**config.mk**
```make
export PLATFORM = sky130hd
export DESIGN_NAME = i2c_slave_transmit_and_ten_bit_rx
export DESIGN_NICKNAME = d
export VERILOG_FILES = /design/src/shared/i2c_slave_pkg.sv /design/src/i2c_slave_transmit_and_ten_bit_rx.sv
export SDC_FILE = /design/constraint.sdc
export NUM_CORES = 1
export LEC_CHECK = 0
export BUFFER_PORTS_ARGS = -buffer_cell sky130_fd_sc_hd__buf_2
export CORE_MARGIN = 2
export CORE_UTILIZATION = 50
export DETAILED_ROUTE_END_ITERATION = 12
export MAX_ROUTING_LAYER = met4
export PLACE_DENSITY = 0.79
export SETUP_SLACK_MARGIN = 0.15
export SYNTH_ARGS = -nofsm -noshare
export SYNTH_HDL_FRONTEND = slang
export SYNTH_SLANG_ARGS = --single-unit
```
**constraint.sdc**
```tcl
create_clock -name clk -period 3.8 [get_ports clk]
set_clock_uncertainty 0.2 [all_clocks]
set_input_delay 0.19 -clock clk [delete_from_list [all_inputs] [get_ports clk]]
set_output_delay 0.19 -clock clk [all_outputs]
set_load 0.005 [all_outputs]
```
**src/shared/i2c_slave_pkg.sv**
```systemverilog
package i2c_slave_pkg;

    // ****************************************
    // Widths and bit positions
    // ****************************************
    localparam int BYTE_W = 8;
    localparam int HI_ADDR_MSB = 2;
    localparam int HI_ADDR_LSB = 1;
    localparam int RW_BIT = 0;

    // Rising-edge counts inside one byte
    localparam logic [3:0] CNT_ZERO = 4'h0;
    localparam logic [3:0] CNT_ONE = 4'h1;
    localparam logic [3:0] BYTE_BITS = 4'h8;
    localparam logic [3:0] ACK_BIT = 4'h9;

    // Top five bits of the first byte of a 10-bit address
    localparam logic [4:0] TEN_BIT_PREFIX = 5'h1E;

    // Reset values
    localparam logic [7:0] ADDR_RESET = 8'h00;
    localparam logic [7:0] BYTE_RESET = 8'h00;
    localparam logic [7:0] TX_IDLE = 8'hFF;

    // ****************************************
    // Protocol states
    // ****************************************
    typedef enum logic [2:0] {
        ST_IDLE = 3'b000,
        ST_ADDR_HI = 3'b001,
        ST_ADDR_LO = 3'b010,
        ST_RX = 3'b011,
        ST_TX = 3'b100
    } state_t;

endpackage : i2c_slave_pkg

```
**src/i2c_slave_transmit_and_ten_bit_rx.sv**
```systemverilog
`timescale 1ns/1ps
// Notes on behaviour
// - Read match: direction set, address buffered, ACK
// - After read ACK, clear release, hold SCL
// - Buffer write loads shifter; software then releases
// - Data bits shift out on SCL falls
// - Master ACK latched at ninth rise
// - Master NACK ends transfer, go idle
// - After NACK no hold, event still set
// - After master ACK, stretch until released
// - Event flag at ninth fall, sticky
// - Collision while sending: flag, go idle
// - Start sets start flag, optional event
// - Address hold: clear release, event, before ACK
// - Software-chosen ACK value driven after hold
// - Hold mode read: clear release after ACK
// - 10-bit high write match: update flag, hold
// - Address write releases SCL for low byte
// - Stretch enable holds SCL after data bytes
// - 10-bit holds same as 7-bit holds
// - 10-bit high byte compare against prefix
// - Address write clears update flag
module i2c_slave_transmit_and_ten_bit_rx (
    // Clock and reset
    input wire logic clk,
    input wire logic rst_n,
    // Bus pins
    input wire logic sclIn,
    output logic sclOut,
    output logic sclOe,
    input wire logic sdaIn,
    output logic sdaOut,
    output logic sdaOe,
    // Configuration
    input wire logic tenBitMode,
    input wire logic addressHoldEnable,
    input wire logic dataHoldEnable,
    input wire logic stretchEnable,
    input wire logic slaveCollisionDetectEnable,
    input wire logic startInterruptEnable,
    input wire logic ackValueOut,
    // Software strobes
    input wire logic bufWrite,
    input wire logic [i2c_slave_pkg::BYTE_W-1:0] bufWriteData,
    input wire logic bufRead,
    input wire logic addrWrite,
    input wire logic [i2c_slave_pkg::BYTE_W-1:0] addrWriteData,
    input wire logic clockReleaseSet,
    input wire logic eventClear,
    input wire logic collisionClear,
    // Status
    output logic [i2c_slave_pkg::BYTE_W-1:0] rxTxBuffer,
    output logic [i2c_slave_pkg::BYTE_W-1:0] slaveAddressReg,
    output logic clockRelease,
    output logic readDirection,
    output logic dataNotAddress,
    output logic ackTimeFlag,
    output logic masterAckStatus,
    output logic serialEventFlag,
    output logic busCollisionFlag,
    output logic startSeen,
    output logic stopSeen,
    output logic bufferFull,
    output logic addressUpdateNeeded
);
    import i2c_slave_pkg::*;

    // ****************************************
    // Pin synchronisers and edges
    // ****************************************
    logic sclMeta, sclS, sclPrev;
    logic sdaMeta, sdaS, sdaPrev;

    always_ff @(posedge clk or negedge rst_n) begin
        if (!rst_n) begin
            sclMeta <= 1'b1;
            sclS <= 1'b1;
            sclPrev <= 1'b1;
            sdaMeta <= 1'b1;
            sdaS <= 1'b1;
            sdaPrev <= 1'b1;
        end else begin
            sclMeta <= sclIn;
            sclS <= sclMeta;
            sclPrev <= sclS;
            sdaMeta <= sdaIn;
            sdaS <= sdaMeta;
            sdaPrev <= sdaS;
        end
    end

    logic sclRise, sclFall, startCond, stopCond;
    assign sclRise = sclS & ~sclPrev;
    assign sclFall = ~sclS & sclPrev;
    assign startCond = sclS & sclPrev & sdaPrev & ~sdaS;
    assign stopCond = sclS & sclPrev & ~sdaPrev & sdaS;

    // ****************************************
    // Protocol engine
    // ****************************************
    state_t state;
    logic [3:0] bitCnt;
    logic [7:0] shiftIn;
    logic [7:0] shiftTx;
    logic ackPhase, swAck, ackLocal, tenBitMatched;
    logic evtPulse, bclPulse, ckpClr, bfSet, uaSet;
    logic hiMatch, loMatch, ackGiven, txCollide;

    assign hiMatch = tenBitMode ?
        (shiftIn[7:1] == {TEN_BIT_PREFIX, slaveAddressReg[HI_ADDR_MSB:HI_ADDR_LSB]}) &&
        (!shiftIn[RW_BIT] || tenBitMatched) :
        (shiftIn[7:1] == slaveAddressReg[7:1]);
    assign loMatch = (shiftIn == slaveAddressReg);
    assign ackGiven = swAck ? ~ackValueOut : ackLocal;
    assign txCollide = (state == ST_TX) && (bitCnt < BYTE_BITS) && shiftTx[7] && !sdaS;

    always_ff @(posedge clk or negedge rst_n) begin
        if (!rst_n) begin
            state <= ST_IDLE;
            bitCnt <= CNT_ZERO;
            shiftIn <= BYTE_RESET;
            shiftTx <= TX_IDLE;
            rxTxBuffer <= BYTE_RESET;
            ackPhase <= 1'b0;
            swAck <= 1'b0;
            ackLocal <= 1'b0;
            tenBitMatched <= 1'b0;
            readDirection <= 1'b0;
            dataNotAddress <= 1'b0;
            ackTimeFlag <= 1'b0;
            masterAckStatus <= 1'b0;
            startSeen <= 1'b0;
            stopSeen <= 1'b0;
            evtPulse <= 1'b0;
            bclPulse <= 1'b0;
            ckpClr <= 1'b0;
            bfSet <= 1'b0;
            uaSet <= 1'b0;
        end else begin
            evtPulse <= 1'b0;
            bclPulse <= 1'b0;
            ckpClr <= 1'b0;
            bfSet <= 1'b0;
            uaSet <= 1'b0;
            if (startCond) begin
                state <= ST_ADDR_HI;
                bitCnt <= CNT_ZERO;
                ackPhase <= 1'b0;
                ackTimeFlag <= 1'b0;
                startSeen <= 1'b1;
                stopSeen <= 1'b0;
                evtPulse <= startInterruptEnable;
            end else if (stopCond) begin
                state <= ST_IDLE;
                ackPhase <= 1'b0;
                ackTimeFlag <= 1'b0;
                tenBitMatched <= 1'b0;
                startSeen <= 1'b0;
                stopSeen <= 1'b1;
            end else if (state != ST_IDLE && sclRise) begin
                bitCnt <= 4'(bitCnt + CNT_ONE);
                if (bitCnt < BYTE_BITS) begin
                    shiftIn <= {shiftIn[6:0], sdaS};
                end
                if (txCollide && slaveCollisionDetectEnable) begin
                    bclPulse <= 1'b1;
                    state <= ST_IDLE;
                end
                if (state == ST_TX && bitCnt == BYTE_BITS) begin
                    masterAckStatus <= sdaS;
                end
            end else if (state != ST_IDLE && sclFall) begin
                if (bitCnt == BYTE_BITS) begin
                    case (state)
                        ST_ADDR_HI: begin
                            if (hiMatch) begin
                                rxTxBuffer <= shiftIn;
                                bfSet <= 1'b1;
                                readDirection <= shiftIn[RW_BIT];
                                dataNotAddress <= 1'b0;
                                ackPhase <= 1'b1;
                                ackLocal <= 1'b1;
                                swAck <= addressHoldEnable;
                                if (addressHoldEnable) begin
                                    ckpClr <= 1'b1;
                                    evtPulse <= 1'b1;
                                    ackTimeFlag <= 1'b1;
                                end
                            end else begin
                                state <= ST_IDLE;
                            end
                        end
                        ST_ADDR_LO: begin
                            rxTxBuffer <= shiftIn;
                            bfSet <= 1'b1;
                            ackPhase <= 1'b1;
                            ackLocal <= loMatch;
                            swAck <= addressHoldEnable & loMatch;
                            if (addressHoldEnable && loMatch) begin
                                ckpClr <= 1'b1;
                                evtPulse <= 1'b1;
                                ackTimeFlag <= 1'b1;
                            end
                        end
                        ST_RX: begin
                            rxTxBuffer <= shiftIn;
                            bfSet <= 1'b1;
                            dataNotAddress <= 1'b1;
                            ackPhase <= 1'b1;
                            ackLocal <= 1'b1;
                            swAck <= dataHoldEnable;
                            if (dataHoldEnable) begin
                                ckpClr <= 1'b1;
                                evtPulse <= 1'b1;
                                ackTimeFlag <= 1'b1;
                            end
                        end
                        ST_TX: begin
                            shiftTx <= {shiftTx[6:0], 1'b1};
                        end
                        default: begin
                        end
                    endcase
                end else if (bitCnt == ACK_BIT) begin
                    bitCnt <= CNT_ZERO;
                    ackPhase <= 1'b0;
                    ackTimeFlag <= 1'b0;
                    case (state)
                        ST_ADDR_HI: begin
                            if (!ackGiven) begin
                                state <= ST_IDLE;
                            end else if (readDirection) begin
                                state <= ST_TX;
                                ckpClr <= 1'b1;
                                evtPulse <= 1'b1;
                            end else if (tenBitMode) begin
                                state <= ST_ADDR_LO;
                                uaSet <= 1'b1;
                                evtPulse <= 1'b1;
                            end else begin
                                state <= ST_RX;
                                evtPulse <= 1'b1;
                            end
                        end
                        ST_ADDR_LO: begin
                            uaSet <= 1'b1;
                            evtPulse <= 1'b1;
                            if (ackGiven && loMatch) begin
                                tenBitMatched <= 1'b1;
                                state <= ST_RX;
                            end else begin
                                state <= ST_IDLE;
                            end
                        end
                        ST_RX: begin
                            evtPulse <= ackGiven;
                            if (stretchEnable) begin
                                ckpClr <= 1'b1;
                            end
                            if (!ackGiven) begin
                                state <= ST_IDLE;
                            end
                        end
                        ST_TX: begin
                            evtPulse <= 1'b1;
                            dataNotAddress <= 1'b1;
                            if (masterAckStatus) begin
                                state <= ST_IDLE;
                            end else begin
                                ckpClr <= 1'b1;
                            end
                        end
                        default: begin
                            state <= ST_IDLE;
                        end
                    endcase
                end else if (state == ST_TX && bitCnt != CNT_ZERO) begin
                    shiftTx <= {shiftTx[6:0], 1'b1};
                end
            end
            if (bufWrite) begin
                shiftTx <= bufWriteData;
                rxTxBuffer <= bufWriteData;
            end
        end
    end

    // ****************************************
    // Software-visible flags
    // ****************************************
    always_ff @(posedge clk or negedge rst_n) begin
        if (!rst_n) begin
            serialEventFlag <= 1'b0;
            busCollisionFlag <= 1'b0;
            bufferFull <= 1'b0;
        end else begin
            serialEventFlag <= evtPulse | (serialEventFlag & ~eventClear);
            busCollisionFlag <= bclPulse | (busCollisionFlag & ~collisionClear);
            bufferFull <= bfSet | bufWrite | (bufferFull & ~bufRead);
        end
    end

    // Hardware clear beats a software set in the same cycle
    always_ff @(posedge clk or negedge rst_n) begin
        if (!rst_n) begin
            clockRelease <= 1'b1;
        end else if (ckpClr) begin
            clockRelease <= 1'b0;
        end else if (clockReleaseSet) begin
            clockRelease <= 1'b1;
        end
    end

    always_ff @(posedge clk or negedge rst_n) begin
        if (!rst_n) begin
            slaveAddressReg <= ADDR_RESET;
            addressUpdateNeeded <= 1'b0;
        end else begin
            if (addrWrite) begin
                slaveAddressReg <= addrWriteData;
            end
            addressUpdateNeeded <= uaSet | (addressUpdateNeeded & ~addrWrite);
        end
    end

    // ****************************************
    // Pin drivers
    // ****************************************
    logic holdReq, next_sdaOe;
    assign holdReq = ((state != ST_IDLE) && !clockRelease) || addressUpdateNeeded;
    assign next_sdaOe = ackPhase ? ackGiven :
        ((state == ST_TX) && (bitCnt < BYTE_BITS) && !shiftTx[7]);
    assign sclOut = 1'b0;
    assign sdaOut = 1'b0;

    // Grab SCL only once it is already low
    always_ff @(posedge clk or negedge rst_n) begin
        if (!rst_n) begin
            sclOe <= 1'b0;
            sdaOe <= 1'b0;
        end else begin
            sdaOe <= next_sdaOe;
            if (!holdReq) begin
                sclOe <= 1'b0;
            end else if (!sclS) begin
                sclOe <= 1'b1;
            end
        end
    end
endmodule : i2c_slave_transmit_and_ten_bit_rx

```
==> results by group, run 1 <==
Worst setup path
  • Reg-to-reg setup timing slack: 1.16 ns
  • Worst path required time: 3.82 ns
  • Setup crit end kind: flop
  • CP Launch Type: flop
  • Worst R2R Path Depth: 8
  • Worst Setup SP: bitCnt[1]$_DFFE_PN0P_
  • Worst setup path endpoint: rxTxBuffer[1]$_DFFE_PN0P_
  • R2r endpoint: rxTxBuffer[1]$_DFFE_PN0P_
  • CP Class: reg -> reg
  • Reg-to-reg startpoint: bitCnt[1]$_DFFE_PN0P_
  • Crit path DAT: 2.66 ns
  • Crit Path Max Fanout: 16

Synth
  • Synth Instances: 288
  • Sequential area share after synthesis: 52.16%
  • Synth warn: 0
  • Unique masters post-synth: 53
  • Mapped cell area: 3251 um2
  • Avg Inst Size Synth: 11.29 um2
  • Synthesized flop and latch total: 67

Pwr
  • Sequential power share: 49.4%
  • Clk pwr share: 39.1%
  • Peak supply drop: around 0.22 mV
  • Combinational share of power: a little under an eighth
  • Sw frac: 24.30%
  • P_int: 1227 uW
  • PD cells: 403.8 nW/um2
  • Leakage: 0.001888 uW
  • Sw Pwr: roughly 400 uW

Timing
  • RSZ-0062 raised after global routing: no
  • Setup Viol. Count Final: 0
  • Slew Viols, Final: 0
  • Slew Limit Headroom: about 45%
  • Crit path time final: 2.640 ns
  • Final hold violation count: 0
  • Worst Tran Pin Value: between 0.8 and 0.9 ns
  • Max Freq: 0.3789 GHz
  • Final period utilization: about 69%
  • Fin Setup TNS: 0 ns

Flow run
  • Max_cap viols: 0

Global routing
  • Global-route wire length before repair: 11.78 mm
  • Largest net degree at the start of global routing: 36
  • GRT Total Usage: 21.32%
  • Antenna violations before repair: 0
  • Vias in the first global route: ~2500
  • Gr ovfl total: 0

Placement
  • Post-detail-place hpwl: 5.048 mm
  • RePlAce Congestion: 0.9325
  • Area of placed instances: approximately 3600 um2
  • Port Buf Inserts: slightly above 60
  • Placed Cells incl. Taps: 417

Drt
  • Post-route ant nets: 0
  • 1st-iter DRT viols: 198
  • Vias/cell: between 5 and 6
  • DR pass1 iterations: 4
  • # DRC: 0
  • Routed via count: approximately 2500
  • Drt wl/cell: 15.38 um
  • Final wirelength: around 7.0 mm

Clock tree
  • Later-pin clock latency in the skew report: 0.33 ns
  • Clock transition at path regs: about 0.070 ns
  • Root buffer cell: clkbuf_8
  • # H-tree levels: 3
  • CTS tree: yes
  • Clock sinks: 67
  • Clk buf depth: 2
  • CTS Buf Count: 9

Status
  • Run status: completed

Cells and area
  • Area growth syn-to-layout: 23.48%
  • Share of cells above drive strength 1: 32.45%
  • Fin cells: 453
  • Nets: approximately 410
  • Design area: 4014 um2
  • Final Util: between 60% and 70%
  • ANT cells: 0

Die
  • Initial core utilization: about half
  • Row cnt: 29
  • Die ar.: 7162 um2
  • I/O pins: 64
  • Die Y: around 85 um
  • Die W: 84.63 um
  • Core footprint: 6314 um2

Hold path
  • Worst hold path class: in -> reg
[stage by stage]
step                hold slack (ns)  total power (uW)  worst slack, ns
floorplan                   -0.3056             903.7            1.605
global placement            0.09109             975.1            1.331
detailed placement          0.09614             984.0            1.230
CTS                        0.004225              1637            1.179
global route                0.02921              1696           0.9364
finish                      0.01691              1621            1.160
[cell type report]
class                   instances  area (um2)
clock buffers                   9       123.9
clock inverters                 7       91.34
fillers                       490        2300
inverters                      13       48.80
multi-input cells             197        1438
flip-flops and latches         67        1695
well taps                      77       96.34
repair buffers                 83       520.5
[flip-flops by register name, summed over array words and instances (netlist names), 3 cells and up]
| signal | flops |
|---|---|
| shiftTx | 8 |
| rxTxBuffer | 8 |
| shiftIn | 8 |
| bitCnt | 4 |
| state | 3 |
| slaveAddressReg | 8 |
[timing repair]
item	in CTS	in global routing
setup buffers	0	0
hold buffers	20	0
hold endpoints to repair	47	0
resized for setup	0	0
[critical path, stage by stage (launching register included)]
cell and delay, ns:
dfrtp_1 0.42, inv_1 0.11, ha_1 0.27, inv_1 0.08, nor2_1 0.29, nand3_1 0.21
a31oi_4 0.42, nor2_2 0.16, a221o_1 0.37
[kinds of logic (layout without fill, tap and decap cells)]
kind of cell | count (synthesis) | count (layout) | synth area share, %
mux | 28 | 28 | 9.430
buf+inv | 25 | 112 | 3.733
xor+xnor | 9 | 9 | 2.425
compound gates | 59 | 59 | 14.20
flops | 67 | 67 | 52.16
fa+ha+maj | 3 | 3 | 1.155
other cells | 1 | 2 | 0.1154
simple gates | 96 | 96 | 16.78
[cells in the mapped netlist, drive strengths merged]
cell,n,area (um2)
a21boi,2,15.01
a21o,7,52.55
a21oi,6,30.03
a221o,8,80.08
a22o,1,8.760
a311oi,1,15.01
a31oi,5,46.29
a32o,1,10.01
a32oi,1,8.760
a41oi,1,8.760
and2,10,62.56
and3,1,6.260
and4,2,17.52
buf,8,57.55
clkbuf,4,15.01
conb,1,3.750
dfrtp,52,1301
dfstp,15,394.1
ha,3,37.54
inv,13,48.80
mux2,21,236.5
mux2i,7,70.07
nand2,13,48.80
nand2b,6,37.54
nand3,7,35.03
nand3b,3,22.52
nand4,2,12.51
nor2,20,80.07
nor2b,12,75.07
nor3,6,30.03
nor3b,2,15.01
nor4,5,52.55
nor4b,1,8.760
o2111ai,2,17.52
o21ai,12,71.32
o21bai,9,71.32
o22a,2,17.52
o41ai,1,8.760
or2,2,12.51
or2b,1,7.510
or3,2,12.51
or3b,1,8.760
xnor2,2,17.52
xor2,7,61.31
[cells in the final DEF (no fill, tap or decap), types with 3 or more instances in the layout]
master	Yosys	layout
a21o_1	7	7
a21oi_1	6	6
a221o_1	8	8
a31oi_1	4	4
and2_1	10	10
buf_2	4	61
clkbuf_8	0	9
clkinv_2	0	3
dfrtp_1	52	52
dfstp_2	15	15
dlygate4sd3_1	0	20
ha_1	3	3
inv_1	13	13
mux2_1	3	3
mux2_2	18	18
mux2i_1	7	7
nand2_1	13	13
nand2b_1	6	6
nand3_1	7	7
nand3b_1	3	3
nor2_1	18	18
nor2b_1	12	12
nor3_1	6	6
nor4_1	3	3
o21ai_0	11	11
o21bai_1	8	8
xor2_1	7	7
[worst min-delay path by stage]
stage / slack [ns] / end / cells past startpoint / from
4_1_cts: 0.004 / rxTxBuffer[3]$_DFFE_PN0P_ / 3 / bufWriteData[3]
3_5_place_dp: 0.1 / sdaMeta$_DFF_PN1_ / 1 / sdaIn
3_3_place_gp: 0.09 / sclOe$_DFFE_PN0P_ / 1 / rst_n
2_1_floorplan: -0.31 / ackLocal$_DFFE_PN0P_ / 0 / rst_n
5_1_grt: 0.03 / rxTxBuffer[7]$_DFFE_PN0P_ / 3 / bufWriteData[7]
6_report: 0.02 / rxTxBuffer[7]$_DFFE_PN0P_ / 3 / bufWriteData[7]
[metal layers]
layer	track usage [%]	part of all wire (%)	routed length (um)
met5	-	0	0
met1	28.43	45	3161
met3	3.147	4.9	338
met2	32.36	48	3312
met4	9.812	2.3	157
[power groups by stage]
stage,logic (uW),registers (uW),clock network [uW]
floorplan,97.1,807,0
CTS,188,801,649
detailed placement,170,814,0
global route,208,808,679
global placement,164,811,0
finish,185,801,634
Power figures use the tool's default switching activity.
==> inputs of run 2 (changes only) <==
==> constraint.sdc (replaced) <==
create_clock -name clk -period 2.5 [get_ports clk]
set_clock_uncertainty 0.2 [all_clocks]
set_input_delay 0.125 -clock clk [delete_from_list [all_inputs] [get_ports clk]]
set_output_delay 0.125 -clock clk [all_outputs]
set_load 0.005 [all_outputs]
==> run 2 against run 1 <==
Clock power is 28% higher. Via count is 3.8% higher. Non-clock buffer count is 22 higher. Sequential share of layout area is 2.0 points lower. Power is 45% higher. Register-to-register slack worse by 0.92 ns. Die area stayed put. Critical path type unchanged. Largest power group unchanged.
==> results by group, run 2 (synthesized netlist as in run 1, its figures left out) <==
Drt
  • Drt wl/cell: 16.04 um (+4.3%)
  • DR pass1 iterations: 5 (+1)
  • # DRC: 0 (unchanged)
  • 1st-iter DRT viols: 265 (+34%)
  • Post-route ant nets: 0 (unchanged)
  • Vias/cell: 5.446 (-1.0%)
  • Final wirelength: 7.621 mm (+9.4%)
  • Routed via count: 2587 (+3.8%)

Worst setup path
  • Setup crit end kind: flop
  • CP Class: reg -> reg
  • Reg-to-reg startpoint: shiftIn[4]$_DFFE_PN0P_
  • Worst path required time: 2.52 ns (-1.30 ns)
  • CP Launch Type: flop
  • Crit Path Max Fanout: 5 (-11)
  • Crit path DAT: 2.27 ns (-0.39 ns)
  • Worst path slowest cell: dfrtp_1
  • CP max stage delay: 0.43 ns (about the same)
  • Critical-path cell list: xor2_1 -> nor4_2 -> nand3_1 -> and2_1 -> nor3_1 -> mux2_2
  • Worst Setup SP: shiftIn[4]$_DFFE_PN0P_

Die
  • Die W: 84.63 um (unchanged)
  • Core footprint: 6314 um2 (unchanged)
  • Row cnt: 29 (unchanged)
  • I/O pins: 64 (unchanged)
  • Die ar.: 7162 um2 (unchanged)
  • Initial core utilization: 51.49% (unchanged)
  • Die Y: 84.63 um (unchanged)

Placement
  • Port Buf Inserts: 61 (unchanged)
  • RePlAce Congestion: 0.8902 (-4.5%)
  • Placed Cells incl. Taps: 424 (+1.7%)
  • Pre-CTS WS: 0.1842 ns (-1.046 ns)
  • Post-detail-place hpwl: 5.257 mm (+4.1%)

Pwr
  • P_int: 1770 uW (+44%)
  • Combinational share of power: 13.8% (+2.4 points)
  • Sw Pwr: 578.2 uW (+47%)
  • Peak supply drop: 0.3899 mV (+77%)
  • Clk pwr share: 34.6% (-4.5 points)
  • Sequential power share: 51.6% (+2.2 points)
  • PD cells: 557.6 nW/um2 (+38%)
  • Sw frac: 24.62% (+0.32 points)
  • Leakage: 0.001985 uW (+5.1%)

Timing
  • Final period utilization: 90.21% (+21 points)
  • Fin Setup TNS: 0 ns (unchanged)
  • Setup WS post-layout: 0.2447 ns (-0.9157 ns)
  • RSZ-0062 raised after global routing: yes
  • Crit path time final: 2.255 ns (-0.3843 ns)
  • Max Freq: 0.4434 GHz (+17%)
  • Final hold violation count: 0 (unchanged)
  • Setup Viol. Count Final: 0 (unchanged)
  • Worst Tran Pin Value: 0.8009 ns (-0.02068 ns)
  • Slew Viols, Final: 0 (unchanged)
  • Slew Limit Headroom: 46.19% (+1.4 points)

Global routing
  • M1 GR Usage: 31.38% (+2.9 points)
  • Gr ovfl total: 0 (unchanged)
  • Routing usage on met2: 33.14% (+0.79 points)
  • Global-route wire length before repair: 12.16 mm (+3.3%)
  • Global-route layer with the greatest usage: met2
  • Largest net degree at the start of global routing: 38 (+5.6%)
  • Met3 global-route usage: 3.048% (-0.098 points)
  • Antenna violations before repair: 0 (unchanged)
  • Vias in the first global route: 2438 (-1.4%)
  • GRT Total Usage: 22.47% (+1.2 points)

Clock tree
  • Clock sinks: 67 (unchanged)
  • Clock transition at path regs: 0.07 ns (about the same)
  • CTS tree: yes
  • CTS Buf Count: 9 (unchanged)
  • # H-tree levels: 3 (unchanged)
  • Root buffer cell: clkbuf_8
  • Clk buf depth: 2 (unchanged)
  • Later-pin clock latency in the skew report: 0.33 ns (about the same)

Hold path
  • Worst hold path class: in -> reg
  • Min-Delay Startpoint: stretchEnable

Cells and area
  • Area growth syn-to-layout: 29.56%
  • Nets: 429 (+5.4%)
  • Commonest non-fill, non-tap cell in the layout: buf_2
  • Share of cells above drive strength 1: 34.17% (+1.7 points)
  • ANT cells: 0 (unchanged)
  • Fin cells: 475 (+4.9%)
  • Commonest cells after routing, fill and taps aside: 61 x buf_2, 52 x dfrtp_1, 32 x dlygate4sd3_1

Flow run
  • Max_cap viols: 0 (unchanged)

Status
  • Run status: completed
==> run 2: cell types whose count changed in the layout (fill, tap and decap cells not counted), sizes merged <==
| cell | previous run | this run |
|---|---|---|
| clkbuf | 9 | 14 |
| dlygate4sd3 | 20 | 32 |
| clkinv | 3 | 2 |
| inv | 14 | 13 |
| bufinv | 2 | 0 |
| clkinvlp | 1 | 0 |
| buf | 63 | 73 |
==> run 2: stage by stage <==
step	instance area, um2	hold WS (ns)	total power (uW)	utilization [%]
floorplan	3254	-0.3706	1374	-
global placement	3664	0.01222	1496	58.03
detailed placement	3664	0.01834	1505	58.03
CTS	4167	0.0001365	2369	65.99
global route	4212	0.01642	2469	66.71
finish	4212	0.01129	2349	66.71
==> run 2: layout make-up <==
| cell class | instances | area (um2) |
|---|---|---|
| Clock buffer | 14 | 172.7 |
| Fill cell | 466 | 2102 |
| Timing Repair Buffer | 105 | 728.2 |
| Multi-Input combinational cell | 197 | 1460 |
| Clock inverter | 2 | 10.01 |
| Sequential cell | 67 | 1695 |
| Inverter | 13 | 48.80 |
| Tap cell | 77 | 96.34 |
==> run 2: path summary, 6_finish.rpt <==
check / end / slack (ns) / depth (start not counted)
worst min-delay path: ckpClr$_DFF_PN0_ / 0.01 / 4
max in group asynchronous: shiftTx[7]$_DFFE_PN1P_ / 1.21 / 3
worst max register to register: readDirection$_DFFE_PN0P_ / 0.24 / 6
worst max-delay path: readDirection$_DFFE_PN0P_ / 0.24 / 6
min in group asynchronous: ckpClr$_DFF_PN0_ / 0.18 / 2
worst min register to register: sdaS$_DFF_PN1_ / 0.15 / 0
==> run 2: critical path: cells and delay by family (launching register included) <==
| kind | cells | cell delay (ns) |
|---|---|---|
| multiplexers | 1 | 0.35 |
| AND/OR/NAND/NOR | 4 | 0.97 |
| XOR/XNOR | 1 | 0.19 |
| flip-flops | 1 | 0.43 |
==> run 2: layer usage <==
layer / vias up / share of wire, %
met2: 81 / 48
li1: 1232 / -
met5: - / 0
met3: 6 / 4.7
met1: 1268 / 46
met4: 0 / 1.0
==> run 2: power by group through the flow <==
| stage | logic (uW) | registers [uW] | clock network (uW) |
|---|---|---|---|
| after floorplan | 148 | 1230 | 0 |
| after global placement | 270 | 1230 | 0 |
| after detailed placement | 275 | 1230 | 0 |
| after CTS | 319 | 1210 | 840 |
| after global routing | 358 | 1220 | 890 |
| final | 323 | 1210 | 813 |
==> run 2: what timing repair did <==
action                     4_1_cts  5_1_grt
hold endpoints to repair        59        0
hold buffers                    32        0
setup endpoints to repair        0       10
resized for setup                0        6
buffers inserted                 0        3
